### config.mk
export PLATFORM = sky130hd
export DESIGN_NAME = tvap_protector
export DESIGN_NICKNAME = d
export VERILOG_FILES = /design/src/tvap_pkg.sv /design/src/tvap_trip_det.sv /design/src/tvap_vote.sv /design/src/tvap_protector.sv
export VERILOG_INCLUDE_DIRS = /design/src
export SDC_FILE = /design/constraint.sdc
export NUM_CORES = 1
export LEC_CHECK = 0
export ABC_AREA = 1
export BUFFER_PORTS_ARGS = -buffer_cell sky130_fd_sc_hd__clkbuf_2
export CAP_MARGIN = 20
export CORE_MARGIN = 2
export CORE_UTILIZATION = 35
export CTS_BUF_LIST = sky130_fd_sc_hd__clkbuf_8
export DETAILED_ROUTE_END_ITERATION = 16
export GPL_ROUTABILITY_DRIVEN = 0
export HOLD_SLACK_MARGIN = 0.1
export PLACE_DENSITY = 0.67
export SKIP_LAST_GASP = 1
export SYNTH_ARGS = -nofsm -noshare
export SYNTH_HDL_FRONTEND = slang
export SYNTH_SLANG_ARGS = --single-unit
### constraint.sdc
create_clock -name clk_sys_in -period 1.3 [get_ports clk_sys_in]
set_input_delay 0.26 -clock clk_sys_in [delete_from_list [all_inputs] [get_ports clk_sys_in]]
set_output_delay 0.26 -clock clk_sys_in [all_outputs]
set_load 0.005 [all_outputs]
### src/tvap_regs.svh
`ifndef TVAP_REGS_SVH
`define TVAP_REGS_SVH

// Protective functions carried through every vote
`define TVAP_NFUNC       5
`define TVAP_FN_CELL     0
`define TVAP_FN_PURGE    1
`define TVAP_FN_TRITIUM  2
`define TVAP_FN_DROPOUT  3
`define TVAP_FN_FILLSTOP 4
`define TVAP_NSAFE       4
`define TVAP_ALL_FN      5'h1f
`define TVAP_NO_FN       5'h00
`define TVAP_SAFE_FN     5'h0f

// Sensor measurement width
`define TVAP_SENS_W      8

// Register indices on the plain register port
`define TVAP_ADDR_W      4
`define TVAP_REG_MODE    4'h0
`define TVAP_REG_SETPT0  4'h1
`define TVAP_REG_SETPT4  4'h5
`define TVAP_REG_TRIP    4'h6
`define TVAP_REG_ACT     4'h7
`define TVAP_REG_TEST    4'h8

// Reset values
`define TVAP_SETPT_RST   8'h80
`define TVAP_DIVC_FUNCS  5'h07

`endif

### src/tvap_pkg.sv
`include "tvap_regs.svh"

package tvap_pkg;

    // Operator-selected operating mode, one-hot
    typedef enum logic [4:0] {
        TVAP_MODE_IDLE     = 5'h01,
        TVAP_MODE_FILL     = 5'h02,
        TVAP_MODE_IRRAD    = 5'h04,
        TVAP_MODE_DUMP     = 5'h08,
        TVAP_MODE_TRANSFER = 5'h10
    } tvap_mode_type;

    // One division's measured values, one word per function
    typedef struct packed {
        logic [`TVAP_NFUNC-1:0][`TVAP_SENS_W-1:0] value;
    } tvap_sensor_type;

    // One safety data bus from a voting module to the interface modules
    typedef struct packed {
        logic                   live;
        logic [`TVAP_NFUNC-1:0] demand;
    } tvap_bus_type;

    // Non-safety status towards the plant control system
    typedef struct packed {
        tvap_mode_type              mode;
        logic [2:0][`TVAP_NFUNC-1:0] trip;
        logic [2:0]                 bypassed;
        logic [`TVAP_NSAFE-1:0]     actuated;
        logic                       fill_stop;
        logic [1:0]                 selftest_fail;
    } tvap_status_type;

    // Two-out-of-three coincidence, bitwise per function
    function automatic logic [`TVAP_NFUNC-1:0] vote2(input logic [`TVAP_NFUNC-1:0] a,
                                                     input logic [`TVAP_NFUNC-1:0] b,
                                                     input logic [`TVAP_NFUNC-1:0] c);
        vote2 = (a & b) | (a & c) | (b & c);
    endfunction

endpackage

### src/tvap_trip_det.sv
`timescale 1ns/1ps
`default_nettype none
`include "tvap_regs.svh"

// One trip-determination module of one division
module tvap_trip_det (
    input  wire logic                   clk_sys_in,
    input  wire logic                   sys_rst_in,
    input  wire tvap_pkg::tvap_sensor_type value_in,
    input  wire logic [`TVAP_NFUNC-1:0][`TVAP_SENS_W-1:0] setpt_in,
    input  wire logic [`TVAP_NFUNC-1:0] enable_in,
    input  wire logic                   oos_in,
    input  wire logic                   trip_sel_in,
    output logic      [`TVAP_NFUNC-1:0] demand_out,
    output logic                        bypassed_out
);
    import tvap_pkg::*;

    typedef struct packed {
        logic [`TVAP_NFUNC-1:0] demand;   // Registered trip demand per function
        logic                   bypassed; // Module held in maintenance bypass
    } tvap_trip_state_type;

    tvap_trip_state_type st_q;
    tvap_trip_state_type st_d;

    // Setpoint compare, overridden by the out-of-service switch
    always_comb begin
        st_d = st_q;
        for (int f = 0; f < `TVAP_NFUNC; f++) begin
            st_d.demand[f] = enable_in[f] && (value_in.value[f] >= setpt_in[f]);
        end
        st_d.bypassed = 1'b0;
        if (oos_in) begin
            if (trip_sel_in) begin
                // Forced trip: every channel demands, whatever the mode
                st_d.demand = `TVAP_ALL_FN;
            end else begin
                // Bypass: no channel contributes to any vote
                st_d.demand   = `TVAP_NO_FN;
                st_d.bypassed = 1'b1;
            end
        end
    end

    // State register
    always_ff @(posedge clk_sys_in) begin
        if (sys_rst_in) begin
            st_q <= '0;
        end else begin
            st_q <= st_d;
        end
    end

    assign demand_out   = st_q.demand;
    assign bypassed_out = st_q.bypassed;

endmodule
`default_nettype wire

### src/tvap_vote.sv
`timescale 1ns/1ps
`default_nettype none
`include "tvap_regs.svh"

// One schedule/bypass/vote module; drives one safety data bus
module tvap_vote (
    input  wire logic                   clk_sys_in,
    input  wire logic                   sys_rst_in,
    input  wire logic [`TVAP_NFUNC-1:0] demand_a_in,
    input  wire logic [`TVAP_NFUNC-1:0] demand_b_in,
    input  wire logic [`TVAP_NFUNC-1:0] demand_c_in,
    output tvap_pkg::tvap_bus_type      bus_out
);
    import tvap_pkg::*;

    typedef struct packed {
        tvap_bus_type bus; // Registered bus word
    } tvap_vote_state_type;

    tvap_vote_state_type st_q;
    tvap_vote_state_type st_d;

    // Per-function coincidence across the three divisions
    always_comb begin
        st_d            = st_q;
        st_d.bus.demand = vote2(demand_a_in, demand_b_in, demand_c_in);
        st_d.bus.live   = 1'b1;
    end

    // Live stays low in reset so receivers treat the bus as demanding
    always_ff @(posedge clk_sys_in) begin
        if (sys_rst_in) begin
            st_q <= '0;
        end else begin
            st_q <= st_d;
        end
    end

    assign bus_out = st_q.bus;

endmodule
`default_nettype wire

### src/tvap_protector.sv
`timescale 1ns/1ps
`default_nettype none
`include "tvap_regs.svh"

// How it works
// - Voter demands when two divisions demand
// - Voters only in divisions A and B
// - Three voter outputs on separate buses
// - Interface module actuates on two-of-three buses
// - Component actuates only when both de-energize
// - Out-of-service switch selects bypass or trip
// - Forced state applies to all module channels
// - Operator selects modes; logic applies interlocks
// - Setpoint crossing forces safe state, any mode
// - Inputs reach two or three divisions
// - Fill valve position goes to hardwired path
// - Status and values reported to plant control
// - Four safety outputs plus fill stop
// - Single channel fault never trips; blocks only two-division functions
// - Setpoint-free voters carry self-test
// - Interface voting has no self-test circuitry
// - De-energized drive means actuated component
// - Reset or loss fails into safe state
module tvap_protector #(
    parameter logic [`TVAP_NFUNC-1:0] DIVC_FUNCS = `TVAP_DIVC_FUNCS
) (
    input  wire logic                    clk_sys_in,
    input  wire logic                    sys_rst_in,
    input  wire logic [`TVAP_ADDR_W-1:0] reg_addr_in,
    input  wire logic [31:0]             reg_wdata_in,
    input  wire logic                    reg_wr_in,
    input  wire logic                    reg_rd_in,
    output logic      [31:0]             reg_rdata_out,
    input  wire tvap_pkg::tvap_sensor_type sensor_a_in,
    input  wire tvap_pkg::tvap_sensor_type sensor_b_in,
    input  wire tvap_pkg::tvap_sensor_type sensor_c_in,
    input  wire logic [2:0]              oos_in,
    input  wire logic [2:0]              trip_sel_in,
    input  wire logic                    fill_valve_open_in,
    output logic      [`TVAP_NSAFE-1:0]  drive_a_out,
    output logic      [`TVAP_NSAFE-1:0]  drive_b_out,
    output logic                         fill_stop_out,
    output tvap_pkg::tvap_status_type    status_out
);
    import tvap_pkg::*;

    // Entire block state; pin synchronisers live here too
    typedef struct packed {
        tvap_mode_type                              mode;       // Operator mode
        logic [`TVAP_NFUNC-1:0][`TVAP_SENS_W-1:0]   setpt;      // Trip setpoints
        tvap_sensor_type [2:0]                      sens_meta;  // Sensor first stage
        tvap_sensor_type [2:0]                      sens_sync;  // Sensor second stage
        logic [2:0]                                 oos_meta;   // Switch first stage
        logic [2:0]                                 oos_sync;   // Switch second stage
        logic [2:0]                                 sel_meta;   // Selector first stage
        logic [2:0]                                 sel_sync;   // Selector second stage
        logic                                       valve_meta; // Valve first stage
        logic                                       valve_sync; // Valve second stage
        logic [1:0]                                 test_fail;  // Sticky voter mismatch
        logic [`TVAP_NSAFE-1:0]                     drive_a;    // Interface A drive
        logic [`TVAP_NSAFE-1:0]                     drive_b;    // Interface B drive
        logic                                       fill_stop;  // Non-safety fill stop
        logic [31:0]                                rdata;      // Read answer
        tvap_status_type                            status;     // Plant control status
    } tvap_top_state_type;

    tvap_top_state_type st_q;
    tvap_top_state_type st_d;

    // Trip-determination results, one row per division
    logic [2:0][`TVAP_NFUNC-1:0] trip_demand;
    logic [2:0]                  trip_bypassed;
    // Per-division function enables after routing and mode interlocks
    logic [2:0][`TVAP_NFUNC-1:0] div_enable;
    // Three buses from each actuating division
    tvap_bus_type [1:0][2:0]     bus;

    // Fixed operating sequence; the logic never steps it on its own
    function automatic tvap_mode_type next_mode(input tvap_mode_type m);
        case (m)
            TVAP_MODE_IDLE:     next_mode = TVAP_MODE_FILL;
            TVAP_MODE_FILL:     next_mode = TVAP_MODE_IRRAD;
            TVAP_MODE_IRRAD:    next_mode = TVAP_MODE_DUMP;
            TVAP_MODE_DUMP:     next_mode = TVAP_MODE_TRANSFER;
            TVAP_MODE_TRANSFER: next_mode = TVAP_MODE_IDLE;
            default:            next_mode = TVAP_MODE_IDLE;
        endcase
    endfunction

    // Mode-specific enables: safety functions stay armed in every mode,
    // fill stop only matters while the vessel is being filled
    function automatic logic [`TVAP_NFUNC-1:0] mode_enable(input tvap_mode_type m);
        mode_enable = `TVAP_SAFE_FN;
        if (m == TVAP_MODE_FILL) begin
            mode_enable = `TVAP_ALL_FN;
        end
    endfunction

    // Interface module vote on three buses; a dead bus counts as demand
    // so a broken link never holds off actuation
    function automatic logic [`TVAP_NFUNC-1:0] eim_vote(input tvap_bus_type b0,
                                                        input tvap_bus_type b1,
                                                        input tvap_bus_type b2);
        eim_vote = vote2(b0.demand | {`TVAP_NFUNC{~b0.live}},
                         b1.demand | {`TVAP_NFUNC{~b1.live}},
                         b2.demand | {`TVAP_NFUNC{~b2.live}});
    endfunction

    // Division C only receives the variables wired to it
    always_comb begin
        div_enable[0] = mode_enable(st_q.mode);
        div_enable[1] = mode_enable(st_q.mode);
        div_enable[2] = mode_enable(st_q.mode) & DIVC_FUNCS;
    end

    // One trip-determination module per division; each sees several sensors
    for (genvar d = 0; d < 3; d++) begin : g_trip
        tvap_trip_det u_trip (
            .clk_sys_in   (clk_sys_in),
            .sys_rst_in   (sys_rst_in),
            .value_in     (st_q.sens_sync[d]),
            .setpt_in     (st_q.setpt),
            .enable_in    (div_enable[d]),
            .oos_in       (st_q.oos_sync[d]),
            .trip_sel_in  (st_q.sel_sync[d]),
            .demand_out   (trip_demand[d]),
            .bypassed_out (trip_bypassed[d])
        );
    end

    // Three redundant voters in divisions A and B only; division C holds
    // none, its trip results merely feed the voters of the other two
    for (genvar d = 0; d < 2; d++) begin : g_div
        for (genvar v = 0; v < 3; v++) begin : g_voter
            tvap_vote u_vote (
                .clk_sys_in  (clk_sys_in),
                .sys_rst_in  (sys_rst_in),
                .demand_a_in (trip_demand[0]),
                .demand_b_in (trip_demand[1]),
                .demand_c_in (trip_demand[2]),
                .bus_out     (bus[d][v])
            );
        end
    end

    // Next-state logic for the whole block
    always_comb begin
        logic [`TVAP_NFUNC-1:0] eim_a;
        logic [`TVAP_NFUNC-1:0] eim_b;
        logic [1:0]             mismatch;
        logic [1:0]             test_clr;
        tvap_mode_type          req;
        eim_a    = '0;
        eim_b    = '0;
        mismatch = '0;
        test_clr = '0;
        req      = TVAP_MODE_IDLE;
        st_d     = st_q;

        // Two-stage synchronisers on the sensor, switch, selector and valve inputs
        st_d.sens_meta[0] = sensor_a_in;
        st_d.sens_meta[1] = sensor_b_in;
        st_d.sens_meta[2] = sensor_c_in;
        st_d.sens_sync    = st_q.sens_meta;
        st_d.oos_meta     = oos_in;
        st_d.oos_sync     = st_q.oos_meta;
        st_d.sel_meta     = trip_sel_in;
        st_d.sel_sync     = st_q.sel_meta;
        st_d.valve_meta   = fill_valve_open_in;
        st_d.valve_sync   = st_q.valve_meta;

        // Register writes
        if (reg_wr_in) begin
            case (reg_addr_in)
                `TVAP_REG_MODE: begin
                    // Only the operator moves the mode: one step forward,
                    // or back to idle; anything else is ignored
                    req = tvap_mode_type'(reg_wdata_in[4:0]);
                    if (req == next_mode(st_q.mode) || req == TVAP_MODE_IDLE) begin
                        st_d.mode = req;
                    end
                end
                `TVAP_REG_TEST: begin
                    test_clr = reg_wdata_in[1:0];
                end
                default: begin
                    if (reg_addr_in >= `TVAP_REG_SETPT0 && reg_addr_in <= `TVAP_REG_SETPT4) begin
                        for (int f = 0; f < `TVAP_NFUNC; f++) begin
                            if (reg_addr_in == `TVAP_REG_SETPT0 + `TVAP_ADDR_W'(f)) begin
                                st_d.setpt[f] = reg_wdata_in[`TVAP_SENS_W-1:0];
                            end
                        end
                    end
                end
            endcase
        end

        // Interface modules: each division votes its three buses per
        // function; plain gating, checked by functional test instead of
        // built-in self-test
        eim_a = eim_vote(bus[0][0], bus[0][1], bus[0][2]);
        eim_b = eim_vote(bus[1][0], bus[1][1], bus[1][2]);

        // Drive high means energized; a trip de-energizes
        st_d.drive_a = ~eim_a[`TVAP_NSAFE-1:0];
        st_d.drive_b = ~eim_b[`TVAP_NSAFE-1:0];

        // Non-safety fill stop: voted demand, or the hardwired valve
        // indication showing the fill valve open outside the fill mode
        st_d.fill_stop = eim_a[`TVAP_FN_FILLSTOP] | eim_b[`TVAP_FN_FILLSTOP] |
                         (st_q.valve_sync && st_q.mode != TVAP_MODE_FILL);

        // Voter self-test: the three redundant voters of a division must
        // agree; a mismatch sticks until cleared, a new one wins the clear
        for (int d = 0; d < 2; d++) begin
            mismatch[d] = (bus[d][0] != bus[d][1]) || (bus[d][0] != bus[d][2]);
        end
        st_d.test_fail = (st_q.test_fail & ~test_clr) | mismatch;

        // Status towards plant control, refreshed every cycle
        st_d.status.mode          = st_q.mode;
        st_d.status.trip          = trip_demand;
        st_d.status.bypassed      = trip_bypassed;
        // Component is actuated only when both drives are dropped
        st_d.status.actuated      = ~st_q.drive_a & ~st_q.drive_b;
        st_d.status.fill_stop     = st_q.fill_stop;
        st_d.status.selftest_fail = st_q.test_fail;

        // Read answer stands for one cycle only
        st_d.rdata = '0;
        if (reg_rd_in) begin
            case (reg_addr_in)
                `TVAP_REG_MODE: begin
                    st_d.rdata[4:0] = st_q.mode;
                end
                `TVAP_REG_TRIP: begin
                    st_d.rdata[3*`TVAP_NFUNC-1:0] = trip_demand;
                    st_d.rdata[18:16]             = trip_bypassed;
                end
                `TVAP_REG_ACT: begin
                    st_d.rdata[3:0]   = st_q.drive_a;
                    st_d.rdata[7:4]   = st_q.drive_b;
                    st_d.rdata[11:8]  = st_q.status.actuated;
                    st_d.rdata[12]    = st_q.fill_stop;
                    st_d.rdata[16]    = st_q.valve_sync;
                end
                `TVAP_REG_TEST: begin
                    st_d.rdata[1:0] = st_q.test_fail;
                end
                default: begin
                    for (int f = 0; f < `TVAP_NFUNC; f++) begin
                        if (reg_addr_in == `TVAP_REG_SETPT0 + `TVAP_ADDR_W'(f)) begin
                            st_d.rdata[`TVAP_SENS_W-1:0] = st_q.setpt[f];
                        end
                    end
                end
            endcase
        end
    end

    // State register; reset leaves every drive de-energized so the
    // plant sits actuated until the votes say otherwise
    always_ff @(posedge clk_sys_in) begin
        if (sys_rst_in) begin
            st_q         <= '0;
            st_q.mode    <= TVAP_MODE_IDLE;
            st_q.setpt   <= {`TVAP_NFUNC{`TVAP_SETPT_RST}};
            st_q.status.mode <= TVAP_MODE_IDLE;
            st_q.status.actuated <= `TVAP_NSAFE'(`TVAP_SAFE_FN);
        end else begin
            st_q <= st_d;
        end
    end

    // A single bad channel reaches at most one division's trip result,
    // which one voter input alone cannot turn into a trip; it holds one off for functions outside DIVC_FUNCS
    assign drive_a_out   = st_q.drive_a;
    assign drive_b_out   = st_q.drive_b;
    assign fill_stop_out = st_q.fill_stop;
    assign status_out    = st_q.status;
    assign reg_rdata_out = st_q.rdata;

endmodule
`default_nettype wire

==> summary.md <==
| Metric | Value |
|---|---|
| Outcome | `finished with violations` |
| Failing checks | `negative setup slack` |
| Initial antenna violation count | `1` |
| Unrepaired setup endpoints after global routing | `yes` |
| Die X | `200 um` |
| Final period utilization | `114%` |
| Final ANT Viol Nets | `0` |
| First-pass GRT wire length | `59.1 mm` |
| Synth area leaders | `dfxtp_1 (51%), inv_1 (10%), ha_1 (9.7%), nor2_1 (8.4%), buf_4 (4.1%)` |
| DRC | `0` |
| Top-count cell post-synth | `inv_1` |
| Synth Instances | `1,643` |
| Mean Syn Cell Area | `just over 8 um^2` |
| TritonCTS clock tree | `done` |
| Max-Cap Viols | `0` |
| Total GRT Usage | `~18%` |
| Post-synth top area share | `between 50 and 60%` |
| CTS root buf | `clkbuf_8` |
| Startpoint Class | `register` |
| Hold depth | `3` |
| Maximum VDD drop | `approximately 0.73 mV` |
| Hold slack | `between 100 and 150 ps` |
| Register bit total from synthesis | `343` |
| Post-synth EDFFs | `0` |
| Worst-Skew Late Latency | `640 ps` |
| Fin. Hold Viols | `0` |
| Period minus WS final | `1480 ps` |
| R2R Path Start | `st_d[28]` |
| Worst hold endpoint | `g_trip[0].u_trip.demand_out[4]` |
| Area leader, netlist | `dfxtp_1` |
| Relative slew slack | `between 50 and 60%` |
| PnR worst setup slack | `-176 ps` |
| Critical Path End Type | `register` |
| Crit-path cells | `nor2_4 > nand2_2 > nor2_2 > nand2_1 > nand2_1 > nand2_1 > nor2_2 > nand2_2 > nand2_4 > nand3_2 > nand2_1 > nor2_1` |
| I/O pin total | `238` |
| Die Footprint | `40,100 um^2` |
| P_leak | `0.00921 uW` |
| Wire per inst | `between 10 and 15 um` |
| Die Ht | `200 um` |
| Synth unique cells | `38` |
| Post-synth top cells | `inv_1 (364), dfxtp_1 (343), nor2_1 (301)` |
| Pwr per Cell Area | `1200 nW/um^2` |
| CP max stage cell | `dfxtp_4` |
| Clock Pin Slew Worst Setup and Hold Paths | `~70 ps` |
| Nets@finish | `~2,300` |
| Crit path kind | `reg2reg` |
| CP max FO | `5` |
| Post-synthesis sequential area ratio | `50.9%` |
| Setup violations, final | `111` |
| Asr flop ratio synth | `0%` |
| Initial Utilization | `35.6%` |
| Worst-Margin Slew | `approximately 670 ps` |
| PortBufs | `183` |
| 1st-iter DRT viols | `730` |
| FF-to-FF End | `st_d[26]` |
| Drt first pass iters | `5` |
| Vias per Instance | `4.43` |
| Area grow syn2layout | `46.8%` |
| Row Count | `71` |
| Most common cell on crit path | `nand2_1` |
| WP data required | `1830 ps` |
| Synth Flop Type | `dfxtp_1` |
| Worst Hold Launch | `sys_rst_in` |
| Critical path arrival | `2010 ps` |
| Mapped Area | `13,500 um^2` |
| Post-DP HPWL | `between 20 and 30 mm` |
| Util after Layout | `between 50% and 60%` |
| GRT overflow | `0` |
| Worst path max stage delay | `360 ps` |
| Routed vias | `roughly 12,000` |
| Fin. max-slew vios | `0` |
| Vias in the first global route | `about 12,000` |
| CTS max path bufs | `3` |
| Layout cells sized above 1 | `34.4%` |
| Clock skew | `slightly below 40 ps` |
| Setup slack on the worst flop-to-flop path | `-180 ps` |
| WL final | `38.1 mm` |
| Hold Path Class | `in2reg` |
| Max Clk Rate | `678 MHz` |
| H-tree depth | `2` |
| Filler cells | `around 3,300` |
| CTS sink cnt | `343` |
| Synth warn | `0` |
| Core outline area | `37,800 um^2` |
| Largest net degree at the start of global routing | `66` |
| CTS buffer count | `57` |
| Reg2reg path depth | `12` |
[flip-flops by register name, summed over array words and instances (netlist names)]
| signal | flops |
|---|---|
| st_q | 151 |
| g_div.g_voter.u_vote.bus_out | 6 |
| g_trip.u_trip.demand_out | 14 |
| reg_rdata_out | 17 |
| st_d | 118 |
| status_out | 29 |
| drive_b_out | 4 |
| g_trip.u_trip.bypassed_out | 3 |
| fill_stop_out | 1 |
[layout by cell type, fill, tap and decap left out, drive strengths merged, types with 2 or more instances in the layout]
master	n
nor2	316
ha	104
a21oi	104
clkbuf	241
a211oi	2
o21ai	70
a21boi	3
dlygate4sd3	144
o211ai	7
o221ai	2
conb	14
a211o	2
inv	386
nor3	5
a31oi	2
o2111ai	13
dfxtp	343
buf	145
clkinv	14
clkinvlp	2
nand4	11
o22ai	4
nand2	144
bufinv	3
o31ai	2
nand3	24
[cells by family (layout without fill, tap and decap cells)]
| group | Yosys count | after routing | synth area share [%] |
|---|---|---|---|
| AND/OR/NAND/NOR | 501 | 502 | 15.2 |
| buffers and inverters | 481 | 935 | 15.4 |
| flip-flops | 343 | 343 | 50.9 |
| AO/OA/AOI/OAI | 213 | 213 | 8.74 |
| adder cells (fa/ha/maj) | 104 | 104 | 9.65 |
| other | 1 | 15 | 0.0278 |
[metal layers]
metal | up-vias | global-route usage, % | part of all wire, %
met5 | - | 0 | 0
met4 | 0 | 8.17 | 4.3
met3 | 116 | 3.45 | 6.3
met2 | 429 | 30.7 | 47
met1 | 5291 | 22.7 | 43
li1 | 5789 | - | -
[report_power, final]
part	leakage (uW)	total [uW]	switching [uW]	internal, uW
sequential	0.00285	11100	222	10900
clock	0.000707	10300	4480	5780
combinational	0.00565	2420	1210	1210
total	0.00921	23800	5920	17900
[worst max-delay path, delay by kind of cell (launching register included)]
family	cells	cell delay (ps)
flip-flops	1	360
AND/OR/NAND/NOR	12	1010
[worst max path at each step]
stage / start / to
2_1_floorplan: st_d[28] / st_d[25]
3_3_place_gp: reg_addr_in[3] / reg_rdata_out[2]
3_5_place_dp: reg_addr_in[3] / reg_rdata_out[2]
4_1_cts: st_d[27] / st_d[29]
5_1_grt: st_d[28] / st_d[25]
6_report: st_d[28] / st_d[26]
[what timing repair did]
action,CTS,global route
hold endpoints to repair,186,33
cloned,1,1
pin swaps,102,81
buffers inserted,16,5
setup endpoints to repair,76,153
hold buffers,144,1
gates resized for setup,241,142
[final cells by class]
type | instances | area, um^2 | share of cell area [%]
diodes | 1 | 2.50 | 0.0126
repair buffers | 456 | 3510 | 17.8
multi-input cells | 833 | 5920 | 29.9
flip-flops and latches | 343 | 6990 | 35.3
inverters | 372 | 1450 | 7.32
clock buffers | 74 | 1020 | 5.15
well taps | 511 | 639 | 3.23
clock inverters | 33 | 254 | 1.28
[stage by stage]
stage / cells / setup TNS [ps] / power [uW] / worst slack, ps / cell area, um^2
after floorplan: 1656 / -122 / 12300 / -32.1 / 13500
after global placement: 2351 / -8040 / 12900 / -255 / 15300
after detailed placement: 2351 / -10980 / 13000 / -249 / 15300
after CTS: 2617 / -7050 / 23800 / -138 / 19100
after global routing: 2623 / -14160 / 24800 / -307 / 19800
final: 2623 / -6700 / 23800 / -176 / 19800
Note: power is estimated with default switching activity, not from simulation.
